[config.mk]
export PLATFORM = sky130hd
export DESIGN_NAME = iwd_core
export DESIGN_NICKNAME = d
export VERILOG_FILES = /design/src/design/iwd_pkg.sv /design/src/design/iwd_dec_if.sv /design/src/design/iwd_fields.sv /design/src/design/iwd_qclk.sv /design/src/design/iwd_core.sv
export VERILOG_INCLUDE_DIRS = /design/src /design/src/design
export SDC_FILE = /design/constraint.sdc
export NUM_CORES = 1
export LEC_CHECK = 0
export ABC_AREA = 1
export BUFFER_PORTS_ARGS = -buffer_cell sky130_fd_sc_hd__buf_2
export CORE_MARGIN = 5
export CORE_UTILIZATION = 47
export DETAILED_ROUTE_END_ITERATION = 10
export HOLD_SLACK_MARGIN = 0.03
export MAX_ROUTING_LAYER = met4
export PLACE_DENSITY = 0.79
export SYNTH_ARGS = -nofsm -noshare
export SYNTH_HDL_FRONTEND = slang
export SYNTH_SLANG_ARGS = --single-unit
export TNS_END_PERCENT = 50
[constraint.sdc]
create_clock -name CORE_CLK_I -period 1.7 [get_ports CORE_CLK_I]
set_input_delay 0.34 -clock CORE_CLK_I [delete_from_list [all_inputs] [get_ports CORE_CLK_I]]
set_output_delay 0.34 -clock CORE_CLK_I [all_outputs]
set_load 0.05 [all_outputs]
[src/design/iwd_defs.svh]
// Purpose: Constants for the instruction word decoder and its cycle timing
// Assumes: 16-bit program words, one core clock per oscillator period
// Notes: Offsets are word indices on the plain register port
//
// Functional notes
// RULE1: Base set of 75, extension of 8
// RULE2: Single word is 16 bits, opcode plus operands
// RULE3: Four double-word instructions, 32 bits total
// RULE4: Second word alone executes as no_operation
// RULE5: One cycle; two when taken or jumping
// RULE6: Double-word instructions take two cycles
// RULE7: Taken double-word branch takes three cycles
// RULE8: Instruction cycle is four oscillator periods
// RULE9: Byte ops decode file, destination, access bits
// RULE10: Destination zero accumulator, one file register
// RULE11: Bit ops decode file, bit number, access
// RULE12: Literal ops decode value and pointer select
// RULE13: Control ops decode address, call, table modes
// RULE14: Access bit zero fixed bank, one banked
// RULE15: Fast mode bit uses shadow registers
// RULE16: Table mode: keep, post-inc, post-dec, pre-inc
// RULE17: File field 8 bits or pointer selector
// RULE18: Inserted no_operation cycles suppress all writes
`ifndef IWD_DEFS_SVH
`define IWD_DEFS_SVH

`define IWD_BASE_COUNT 8'h4B
`define IWD_EXT_COUNT 8'h08
`define IWD_OSC_PER_CYC 4

`define IWD_REG_CTRL 4'h0
`define IWD_REG_STATUS 4'h1
`define IWD_REG_CYCLES 4'h2
`define IWD_REG_INSTRS 4'h3
`define IWD_REG_INFO 4'h4
`define IWD_REG_WORDS 4'h5
`define IWD_CTRL_RUN 0
`define IWD_CTRL_EXT 1
`define IWD_CTRL_RST 2'h1

`define IWD_F_DEST 9
`define IWD_F_ACC 8
`define IWD_F_FAST 0

`define IWD_OP_SECOND 4'hF
`define IWD_OP_MOVFF 4'hC
`define IWD_OP_BRA 4'hD
`define IWD_OP_BRCC 5'h1C
`define IWD_OP_GOTO 8'hEF
`define IWD_OP_CALL 7'h76
`define IWD_OP_LFSR 10'h3B8
`define IWD_OP_MOVSX 8'hEB
`define IWD_OP_EXT 6'h3A
`define IWD_OP_LIT 5'h01
`define IWD_OP_RETLW 3'h4
`define IWD_OP_CTRL 8'h00
`define IWD_OP_MOVLB 8'h01
`define IWD_OP_RET 7'h09
`define IWD_OP_RETFIE 7'h08
`define IWD_OP_CALLW 8'h14

`endif

[src/design/iwd_pkg.sv]
// Purpose: Types shared by the decoder modules
// Assumes: Constants come from iwd_defs.svh
// Notes: Field struct is the decoded view of one program word
package iwd_pkg;
    typedef enum logic [2:0] {
        IWD_CLS_NOP, IWD_CLS_BYTE, IWD_CLS_BIT, IWD_CLS_LIT, IWD_CLS_CTRL, IWD_CLS_DW, IWD_CLS_EXT
    } iwd_class_t;

    typedef enum logic [1:0] {IWD_ST_EXEC, IWD_ST_SECOND, IWD_ST_FLUSH} iwd_state_t;

    typedef struct packed {
        iwd_class_t cls;
        logic [7:0] file_addr;
        logic dest_file;
        logic banked;
        logic [2:0] bit_num;
        logic [7:0] literal;
        logic [1:0] ptr_sel;
        logic fast;
        logic tbl;
        logic [1:0] tbl_mode;
        logic [10:0] offset;
        logic dword;
        logic pc_change;
        logic cond;
        logic writes_acc;
        logic writes_file;
        logic ext;
    } iwd_fields_t;
endpackage

[src/design/iwd_dec_if.sv]
// Purpose: Carries a program word to the field decoder and its fields back
// Assumes: Decoder is purely combinational
// Notes: None
`timescale 1ns/1ns
interface iwd_dec_if;
    logic [15:0] word;
    logic ext_en;
    iwd_pkg::iwd_fields_t fld;
    modport dec (input word, input ext_en, output fld);
    modport user (output word, output ext_en, input fld);
endinterface

[src/design/iwd_fields.sv]
// Purpose: Splits one 16-bit program word into its operand fields
// Assumes: Extension group decoded only when enabled
// Notes: Unknown MOVLB words and disabled MOVSX and extension-group words decode as no_operation; disabled CALLW decodes as control
`timescale 1ns/1ns
`include "iwd_defs.svh"
module iwd_fields (
    iwd_dec_if.dec dif
);
    logic [15:0] w;
    iwd_pkg::iwd_fields_t f;

    always_comb begin
        w = dif.word;
        f = '0;
        f.cls = iwd_pkg::IWD_CLS_NOP;
        // RULE9 RULE17 common operand fields
        f.file_addr = w[7:0];
        f.dest_file = w[`IWD_F_DEST];
        // RULE14 access bank select
        f.banked = w[`IWD_F_ACC];
        // RULE11 bit number field
        f.bit_num = w[11:9];
        // RULE12 literal value
        f.literal = w[7:0];
        f.ptr_sel = w[1:0];
        f.offset = w[10:0];
        // RULE4 orphan second word
        if (w[15:12] == `IWD_OP_SECOND) begin
            f.cls = iwd_pkg::IWD_CLS_NOP;
        // RULE3 double-word group
        end else if (w[15:12] == `IWD_OP_MOVFF) begin
            f.cls = iwd_pkg::IWD_CLS_DW;
            f.dword = 1'b1;
            f.writes_file = 1'b1;
        end else if (w[15:12] == `IWD_OP_BRA) begin
            f.cls = iwd_pkg::IWD_CLS_CTRL;
            f.pc_change = 1'b1;
        end else if (w[15:11] == `IWD_OP_BRCC) begin
            f.cls = iwd_pkg::IWD_CLS_CTRL;
            f.cond = 1'b1;
        end else if (w[15:8] == `IWD_OP_GOTO) begin
            f.cls = iwd_pkg::IWD_CLS_DW;
            f.dword = 1'b1;
            f.pc_change = 1'b1;
        end else if (w[15:9] == `IWD_OP_CALL) begin
            f.cls = iwd_pkg::IWD_CLS_DW;
            f.dword = 1'b1;
            f.pc_change = 1'b1;
            // RULE15 fast call
            f.fast = w[`IWD_F_ACC];
        end else if (w[15:6] == `IWD_OP_LFSR) begin
            f.cls = iwd_pkg::IWD_CLS_DW;
            f.dword = 1'b1;
            // RULE12 pointer register select
            f.ptr_sel = w[5:4];
        end else if (w[15:8] == `IWD_OP_MOVSX) begin
            // RULE1 extension gated
            f.cls = dif.ext_en ? iwd_pkg::IWD_CLS_DW : iwd_pkg::IWD_CLS_NOP;
            f.dword = dif.ext_en;
            f.ext = dif.ext_en;
        end else if (w[15:10] == `IWD_OP_EXT) begin
            f.cls = dif.ext_en ? iwd_pkg::IWD_CLS_EXT : iwd_pkg::IWD_CLS_NOP;
            f.ext = dif.ext_en;
        end else if (w[15:12] >= 4'h7) begin
            f.cls = iwd_pkg::IWD_CLS_BIT;
            f.cond = (w[15:13] == 3'h5);
            f.writes_file = (w[15:13] != 3'h5);
        end else if (w[15:11] == `IWD_OP_LIT) begin
            f.cls = iwd_pkg::IWD_CLS_LIT;
            f.pc_change = (w[10:8] == `IWD_OP_RETLW);
            f.writes_acc = (w[10:8] != `IWD_OP_RETLW);
        end else if (w[15:8] == `IWD_OP_CTRL) begin
            // RULE13 control operand fields
            f.cls = iwd_pkg::IWD_CLS_CTRL;
            // RULE16 table pointer mode
            f.tbl = (w[7:4] == 4'h0) && w[3];
            f.tbl_mode = f.tbl ? w[1:0] : 2'h0;
            f.pc_change = (w[7:1] == `IWD_OP_RET) || (w[7:1] == `IWD_OP_RETFIE)
                || (dif.ext_en && (w[7:0] == `IWD_OP_CALLW));
            f.fast = ((w[7:1] == `IWD_OP_RET) || (w[7:1] == `IWD_OP_RETFIE)) && w[`IWD_F_FAST];
            f.ext = dif.ext_en && (w[7:0] == `IWD_OP_CALLW);
        end else if (w[15:8] == `IWD_OP_MOVLB) begin
            f.cls = (w[7:4] == 4'h0) ? iwd_pkg::IWD_CLS_LIT : iwd_pkg::IWD_CLS_NOP;
        end else begin
            // RULE10 byte destination select
            f.cls = iwd_pkg::IWD_CLS_BYTE;
            if (w[15:12] == 4'h6) begin
                f.cond = !w[11];
                f.writes_file = w[11];
            end else if (w[15:9] != 7'h01) begin
                f.writes_acc = !w[`IWD_F_DEST];
                f.writes_file = w[`IWD_F_DEST];
                f.cond = (w[15:10] == 6'h0B) || (w[15:10] == 6'h0F) || (w[15:11] == 5'h09);
            end
        end
        dif.fld = f;
    end
endmodule // iwd_fields

[src/design/iwd_qclk.sv]
// Purpose: Divides oscillator periods into instruction cycle strobes
// Assumes: Core clock is the oscillator
// Notes: Phase holds while stopped
`timescale 1ns/1ns
`include "iwd_defs.svh"
module iwd_qclk #(
    parameter int OSC_PER_CYC = `IWD_OSC_PER_CYC
) (
    input wire logic clk_i,
    input wire logic rst_n_i,
    input wire logic run_i,
    output logic cyc_en_o,
    output logic [1:0] phase_o
);
    typedef struct packed {
        logic [1:0] phase;
        logic tick;
    } iwd_qclk_st_t;

    iwd_qclk_st_t q_reg;
    iwd_qclk_st_t q_next;

    // RULE8 four periods per cycle
    always_comb begin
        q_next = q_reg;
        q_next.tick = 1'b0;
        if (run_i) begin
            if (q_reg.phase == 2'(OSC_PER_CYC - 1)) begin
                q_next.phase = 2'h0;
                q_next.tick = 1'b1;
            end else begin
                q_next.phase = q_reg.phase + 2'h1;
            end
        end
    end

    always_ff @(posedge clk_i) begin
        if (!rst_n_i) begin
            q_reg <= '0;
        end else begin
            q_reg <= q_next;
        end
    end

    assign cyc_en_o = q_reg.tick;
    assign phase_o = q_reg.phase;
endmodule // iwd_qclk

[src/design/iwd_core.sv]
// Purpose: Instruction word decode and instruction cycle timing
// Assumes: Program memory presents the next word by each cycle strobe
// Notes: Writes are steered per instruction cycle, never in flush cycles
`timescale 1ns/1ns
`include "iwd_defs.svh"
module iwd_core (
    input wire logic CORE_CLK_I,
    input wire logic RST_N_I,
    input wire logic [3:0] REG_ADDR_I,
    input wire logic [31:0] REG_WDATA_I,
    input wire logic REG_WR_I,
    input wire logic REG_RD_I,
    output logic [31:0] REG_RDATA_O,
    input wire logic [15:0] INSTR_WORD_I,
    input wire logic COND_TRUE_I,
    output logic ADVANCE_O,
    output logic FLUSH_O,
    output logic [1:0] Q_PHASE_O,
    output logic [1:0] EXEC_STATE_O,
    output logic [2:0] CLASS_O,
    output logic [7:0] FILE_ADDR_O,
    output logic DEST_FILE_O,
    output logic BANKED_O,
    output logic [2:0] BIT_NUM_O,
    output logic [7:0] LITERAL_O,
    output logic [1:0] PTR_SEL_O,
    output logic FAST_MODE_O,
    output logic TBL_ACCESS_O,
    output logic [1:0] TBL_MODE_O,
    output logic [10:0] BRANCH_OFF_O,
    output logic [11:0] SECOND_OPND_O,
    output logic EXT_OP_O,
    output logic WR_ACC_O,
    output logic WR_FILE_O
);
    typedef struct packed {
        iwd_pkg::iwd_state_t st;
        iwd_pkg::iwd_fields_t ex;
        logic [15:0] first_word;
        logic [15:0] second_word;
        logic wr_acc;
        logic wr_file;
        logic [1:0] ctrl;
        logic [31:0] cycles;
        logic [31:0] instrs;
        logic [31:0] rdata;
    } iwd_core_st_t;

    iwd_core_st_t s_reg;
    iwd_core_st_t s_next;
    logic cyc_en;
    logic [1:0] phase;
    logic take_flush;
    iwd_dec_if dif ();

    iwd_qclk #(
        .OSC_PER_CYC(`IWD_OSC_PER_CYC)
    ) u_qclk (
        .clk_i(CORE_CLK_I),
        .rst_n_i(RST_N_I),
        .run_i(s_reg.ctrl[`IWD_CTRL_RUN]),
        .cyc_en_o(cyc_en),
        .phase_o(phase)
    );

    iwd_fields u_fields (
        .dif(dif)
    );

    assign dif.word = INSTR_WORD_I;
    assign dif.ext_en = s_reg.ctrl[`IWD_CTRL_EXT];

    // Register read view
    function automatic logic [31:0] read_mux(input logic [3:0] addr, input iwd_core_st_t s);
        logic [31:0] v;
        v = 32'h0000_0000;
        case (addr)
            `IWD_REG_CTRL: v = {30'h0000_0000, s.ctrl};
            `IWD_REG_STATUS: v = {24'h00_0000, s.ex.dword, s.ex.cond, s.ex.pc_change, s.ex.cls, s.st};
            `IWD_REG_CYCLES: v = s.cycles;
            `IWD_REG_INSTRS: v = s.instrs;
            `IWD_REG_INFO: v = {16'h0000, `IWD_EXT_COUNT, `IWD_BASE_COUNT};
            `IWD_REG_WORDS: v = {s.first_word, s.second_word};
            default: v = 32'h0000_0000;
        endcase
        return v;
    endfunction

    // Current instruction ends in a discarded cycle
    always_comb begin
        take_flush = 1'b0;
        case (s_reg.st)
            // RULE5 taken or jump
            iwd_pkg::IWD_ST_EXEC: begin
                take_flush = !s_reg.ex.dword && (s_reg.ex.pc_change || (s_reg.ex.cond && COND_TRUE_I));
            end
            // RULE7 taken double-word branch
            iwd_pkg::IWD_ST_SECOND: begin
                take_flush = s_reg.ex.pc_change;
            end
            default: take_flush = 1'b0;
        endcase
    end

    always_comb begin
        s_next = s_reg;
        s_next.rdata = 32'h0000_0000;
        if (REG_RD_I) begin
            s_next.rdata = read_mux(REG_ADDR_I, s_reg);
        end
        if (cyc_en) begin
            s_next.cycles = s_reg.cycles + 32'h0000_0001;
            s_next.wr_acc = 1'b0;
            s_next.wr_file = 1'b0;
            case (s_reg.st)
                iwd_pkg::IWD_ST_EXEC: begin
                    if (s_reg.ex.dword) begin
                        // RULE6 fetch second word
                        s_next.st = iwd_pkg::IWD_ST_SECOND;
                        s_next.second_word = INSTR_WORD_I;
                        s_next.wr_acc = s_reg.ex.writes_acc;
                        s_next.wr_file = s_reg.ex.writes_file;
                    end else if (take_flush) begin
                        // RULE18 flush writes nothing
                        s_next.st = iwd_pkg::IWD_ST_FLUSH;
                    end else begin
                        s_next.st = iwd_pkg::IWD_ST_EXEC;
                    end
                end
                iwd_pkg::IWD_ST_SECOND: begin
                    s_next.st = take_flush ? iwd_pkg::IWD_ST_FLUSH : iwd_pkg::IWD_ST_EXEC;
                end
                default: begin
                    s_next.st = iwd_pkg::IWD_ST_EXEC;
                end
            endcase
            if (s_next.st == iwd_pkg::IWD_ST_EXEC) begin
                // RULE2 load next word
                s_next.ex = dif.fld;
                s_next.first_word = INSTR_WORD_I;
                s_next.instrs = s_reg.instrs + 32'h0000_0001;
                // RULE10 single word write steering
                s_next.wr_acc = !dif.fld.dword && dif.fld.writes_acc;
                s_next.wr_file = !dif.fld.dword && dif.fld.writes_file;
            end
        end
        if (REG_WR_I) begin
            case (REG_ADDR_I)
                `IWD_REG_CTRL: s_next.ctrl = REG_WDATA_I[1:0];
                `IWD_REG_CYCLES: s_next.cycles = 32'h0000_0000;
                `IWD_REG_INSTRS: s_next.instrs = 32'h0000_0000;
                default: s_next.ctrl = s_next.ctrl;
            endcase
        end
    end

    always_ff @(posedge CORE_CLK_I) begin
        if (!RST_N_I) begin
            s_reg <= '0;
            s_reg.st <= iwd_pkg::IWD_ST_FLUSH;
            s_reg.ctrl <= `IWD_CTRL_RST;
        end else begin
            s_reg <= s_next;
        end
    end

    assign REG_RDATA_O = s_reg.rdata;
    assign ADVANCE_O = cyc_en;
    assign FLUSH_O = cyc_en && take_flush;
    assign Q_PHASE_O = phase;
    assign EXEC_STATE_O = s_reg.st;
    assign CLASS_O = s_reg.ex.cls;
    assign FILE_ADDR_O = s_reg.ex.file_addr;
    assign DEST_FILE_O = s_reg.ex.dest_file;
    assign BANKED_O = s_reg.ex.banked;
    assign BIT_NUM_O = s_reg.ex.bit_num;
    assign LITERAL_O = s_reg.ex.literal;
    assign PTR_SEL_O = s_reg.ex.ptr_sel;
    assign FAST_MODE_O = s_reg.ex.fast;
    assign TBL_ACCESS_O = s_reg.ex.tbl;
    assign TBL_MODE_O = s_reg.ex.tbl_mode;
    assign BRANCH_OFF_O = s_reg.ex.offset;
    assign SECOND_OPND_O = s_reg.second_word[11:0];
    assign EXT_OP_O = s_reg.ex.ext;
    assign WR_ACC_O = s_reg.wr_acc;
    assign WR_FILE_O = s_reg.wr_file;
endmodule // iwd_core

==> results.sh <==
export IMPL_status="finished, violations left"
export IMPL_violations="negative setup slack"
export IMPL_synth_top_area_share_pct=35.9
export IMPL_path_cells="nand2_2 -> o21ai_2 -> nand3_2 -> buf_6 -> nor2_4 -> buf_8"
export IMPL_fillers=1707
export IMPL_clock_latency_ns=0.43
export IMPL_cp_num_buf_inv=2
export IMPL_cts_buffers_inserted=17
export IMPL_viasPerCell=5.36
export IMPL_netlist_area_um2=8480
export IMPL_wl_per_cell_um=16.3
export IMPL_ys_ff_latch=152
export IMPL_die_area_um2=20800
export IMPL_cts_sinks=152
export IMPL_drive_gt1_share_pct=21.6
export IMPL_first_pass_iters=6
export IMPL_cp_max_fo=4
export IMPL_crit_family="flip-flops"
export IMPL_synth_most_common_cell="nand2_1"
export IMPL_areaGrowthSynthToFinish_pct=16.1
export IMPL_fin_crit_sh_pct=107
export IMPL_drt_total_wl_mm=26.0
export IMPL_tritoncts="yes"
export IMPL_synthArstFlopShare_pct=0
export IMPL_crit_path_top_delay_cell="dfxtp_2"
export IMPL_finalSetupViolations=1
export IMPL_yosys_area_top_type="dfxtp_1"
export IMPL_htreeDepth=4
export IMPL_hp_class="input port to flop"
export IMPL_synth_flop_cell="dfxtp_1"
export IMPL_largest_reg_flops=79
export IMPL_synth_top_cells_by_area="dfxtp_1, nand2_1, buf_4"
export IMPL_cp_end_kind="output port"
export IMPL_power_density_nw_per_um2=848
export IMPL_vias=8538
export IMPL_cpPeakStageDelay_ns=0.37
export IMPL_use_met1_pct=32.3
export IMPL_crit_type="flop to output port"
export IMPL_period_minus_slack_ns=1.82
export IMPL_die_y_um=144
export IMPL_final_core_util_pct=55.2
export IMPL_start_util_pct=47.5
export IMPL_numPortBuffers=120
export IMPL_finalWorstSetupSlack_ns=-0.123
export IMPL_final_nets=1410
export IMPL_cts_path_max_buffers=2
export IMPL_fp_dieW_um=144
export IMPL_syn_instance_count=1269
export IMPL_worstPathArrival_ns=1.48
export IMPL_root_buffer="clkbuf_16"
export IMPL_antenna_found_initial=0
export IMPL_startpoint_type="flop"
export IMPL_design_area_um2=9850
export IMPL_fp_row_count=49
export IMPL_ios=151
export IMPL_slew_viol_final=0
export IMPL_maxCapViolations=0
export IMPL_drt_iter0_drc=913
export IMPL_yosys_warnings=0
export IMPL_grt_pass1_vias=7840
export IMPL_rsz0062_at_grt="true"
export IMPL_grt_usage_pct=25.9
export IMPL_grt_max_degree=36
export IMPL_skew_ns=0.0130
export IMPL_syn_avg_cell_area_um2=6.68
export IMPL_max_freq_mhz=549
export IMPL_ant_nets=0
export IMPL_slew_headroom_pct=53.3
export IMPL_synth_edf_count=0
export IMPL_synth_fp_nets=1329
export IMPL_gr_usage_met2_pct=42.0
export IMPL_hpwl_mm=19.8
export IMPL_leakagePower_uw=0.00437
export IMPL_grt_pass1_wl_mm=41.0
export IMPL_worstPathRequired_ns=1.36
export IMPL_use_met3_pct=4.73
export IMPL_gp_congestion=1.03
export IMPL_reg2reg_setup_slack_ns=0.02
export IMPL_ir_drop_mv=0.742
export IMPL_coreArea_um2=17800
export IMPL_cts_clk_slew_worst_paths_ns=0.07
export IMPL_n_antenna_cell=0
export IMPL_tightest_slew_ns=0.699
export IMPL_yosysUniqueCellTypes=43
export IMPL_ys_seq_area_share_pct=35.9
export IMPL_overflow=0
export IMPL_top_usage_layer="met2"
export IMPL_hold_violations=0
export IMPL_postPlaceCellArea_um2=9090
export IMPL_netlist_top_cells_count="nand2_1, nor2_1, dfxtp_1, inv_1, buf_4"
export IMPL_drc=0
[logic make-up (layout without fill, tap and decap cells)]
family | count (synthesis) | count (layout) | synth area share (%)
flops | 152 | 152 | 35.9
fa+ha+maj | 3 | 3 | 0.443
simple gates | 612 | 612 | 31.4
compound gates | 195 | 195 | 13.0
xor+xnor | 27 | 27 | 2.79
buf+inv | 280 | 374 | 16.5
[cell type report]
type	instances	area [um^2]	share of cell area (%)
sequential	152	3060	31.1
inverter	156	588	5.97
tap	229	287	2.91
clock inverter	14	166	1.69
timing repair buffer	186	1170	11.9
clock buffer	18	439	4.46
multi-input combinational	837	4140	42.0
[per-layer routing]
layer  vias up  wire length, um
met5         -                0
met2       428            12400
li1       4150                -
met1      3915            10600
met3        45             2200
met4         0              796
[repair_timing]
action	4_1_cts	5_1_grt
hold endpoints to repair	0	0
setup buffers	2	3
resized for setup	8	35
endpoints found under the setup margin	1	36
pin swaps	2	7
hold buffers	0	0
[cells in the final DEF, fill, tap and decap left out, drive strengths merged, types with 21 or more instances in the layout]
| cell | instances |
|---|---|
| nand2 | 316 |
| buf | 186 |
| nor2 | 179 |
| inv | 160 |
| dfxtp | 152 |
| o21ai | 76 |
| a21oi | 74 |
| nand3 | 64 |
| nor3 | 23 |
| nand4 | 21 |
[stage by stage]
step           setup TNS [ns]  std cells  hold WS [ns]  total power, uW  setup slack [ns]
2_1_floorplan               0       1269         0.430             4280            0.0624
3_3_place_gp                0       1555         0.449             4490            0.0667
3_5_place_dp                0       1555         0.452             4500           0.00527
4_1_cts               -0.0991       1589         0.103             8350           -0.0991
5_1_grt                -0.469       1592         0.112             8590            -0.167
6_report               -0.123       1592         0.120             8350            -0.123
[power by group]
part	internal, uW	total, uW	switching, uW
sequential	3620	3660	47.5
clock	2240	3910	1670
combinational	214	771	558
[path summary, 6_finish.rpt]
check	startpoint	to	cells past startpoint
max reg2reg	EXEC_STATE_O[0]	s_reg[42]	9
min reg2reg	TBL_MODE_O[1]	TBL_MODE_O[1]	2
min	REG_WDATA_I[0]	s_reg[96]	3
max	EXEC_STATE_O[0]	FLUSH_O	6
[tightest hold or removal path, stage by stage]
cell and delay, ns:
buf_2 0.08, a21oi_1 0.05, o21ai_0 0.06
Note: power is estimated with default switching activity, not from simulation.
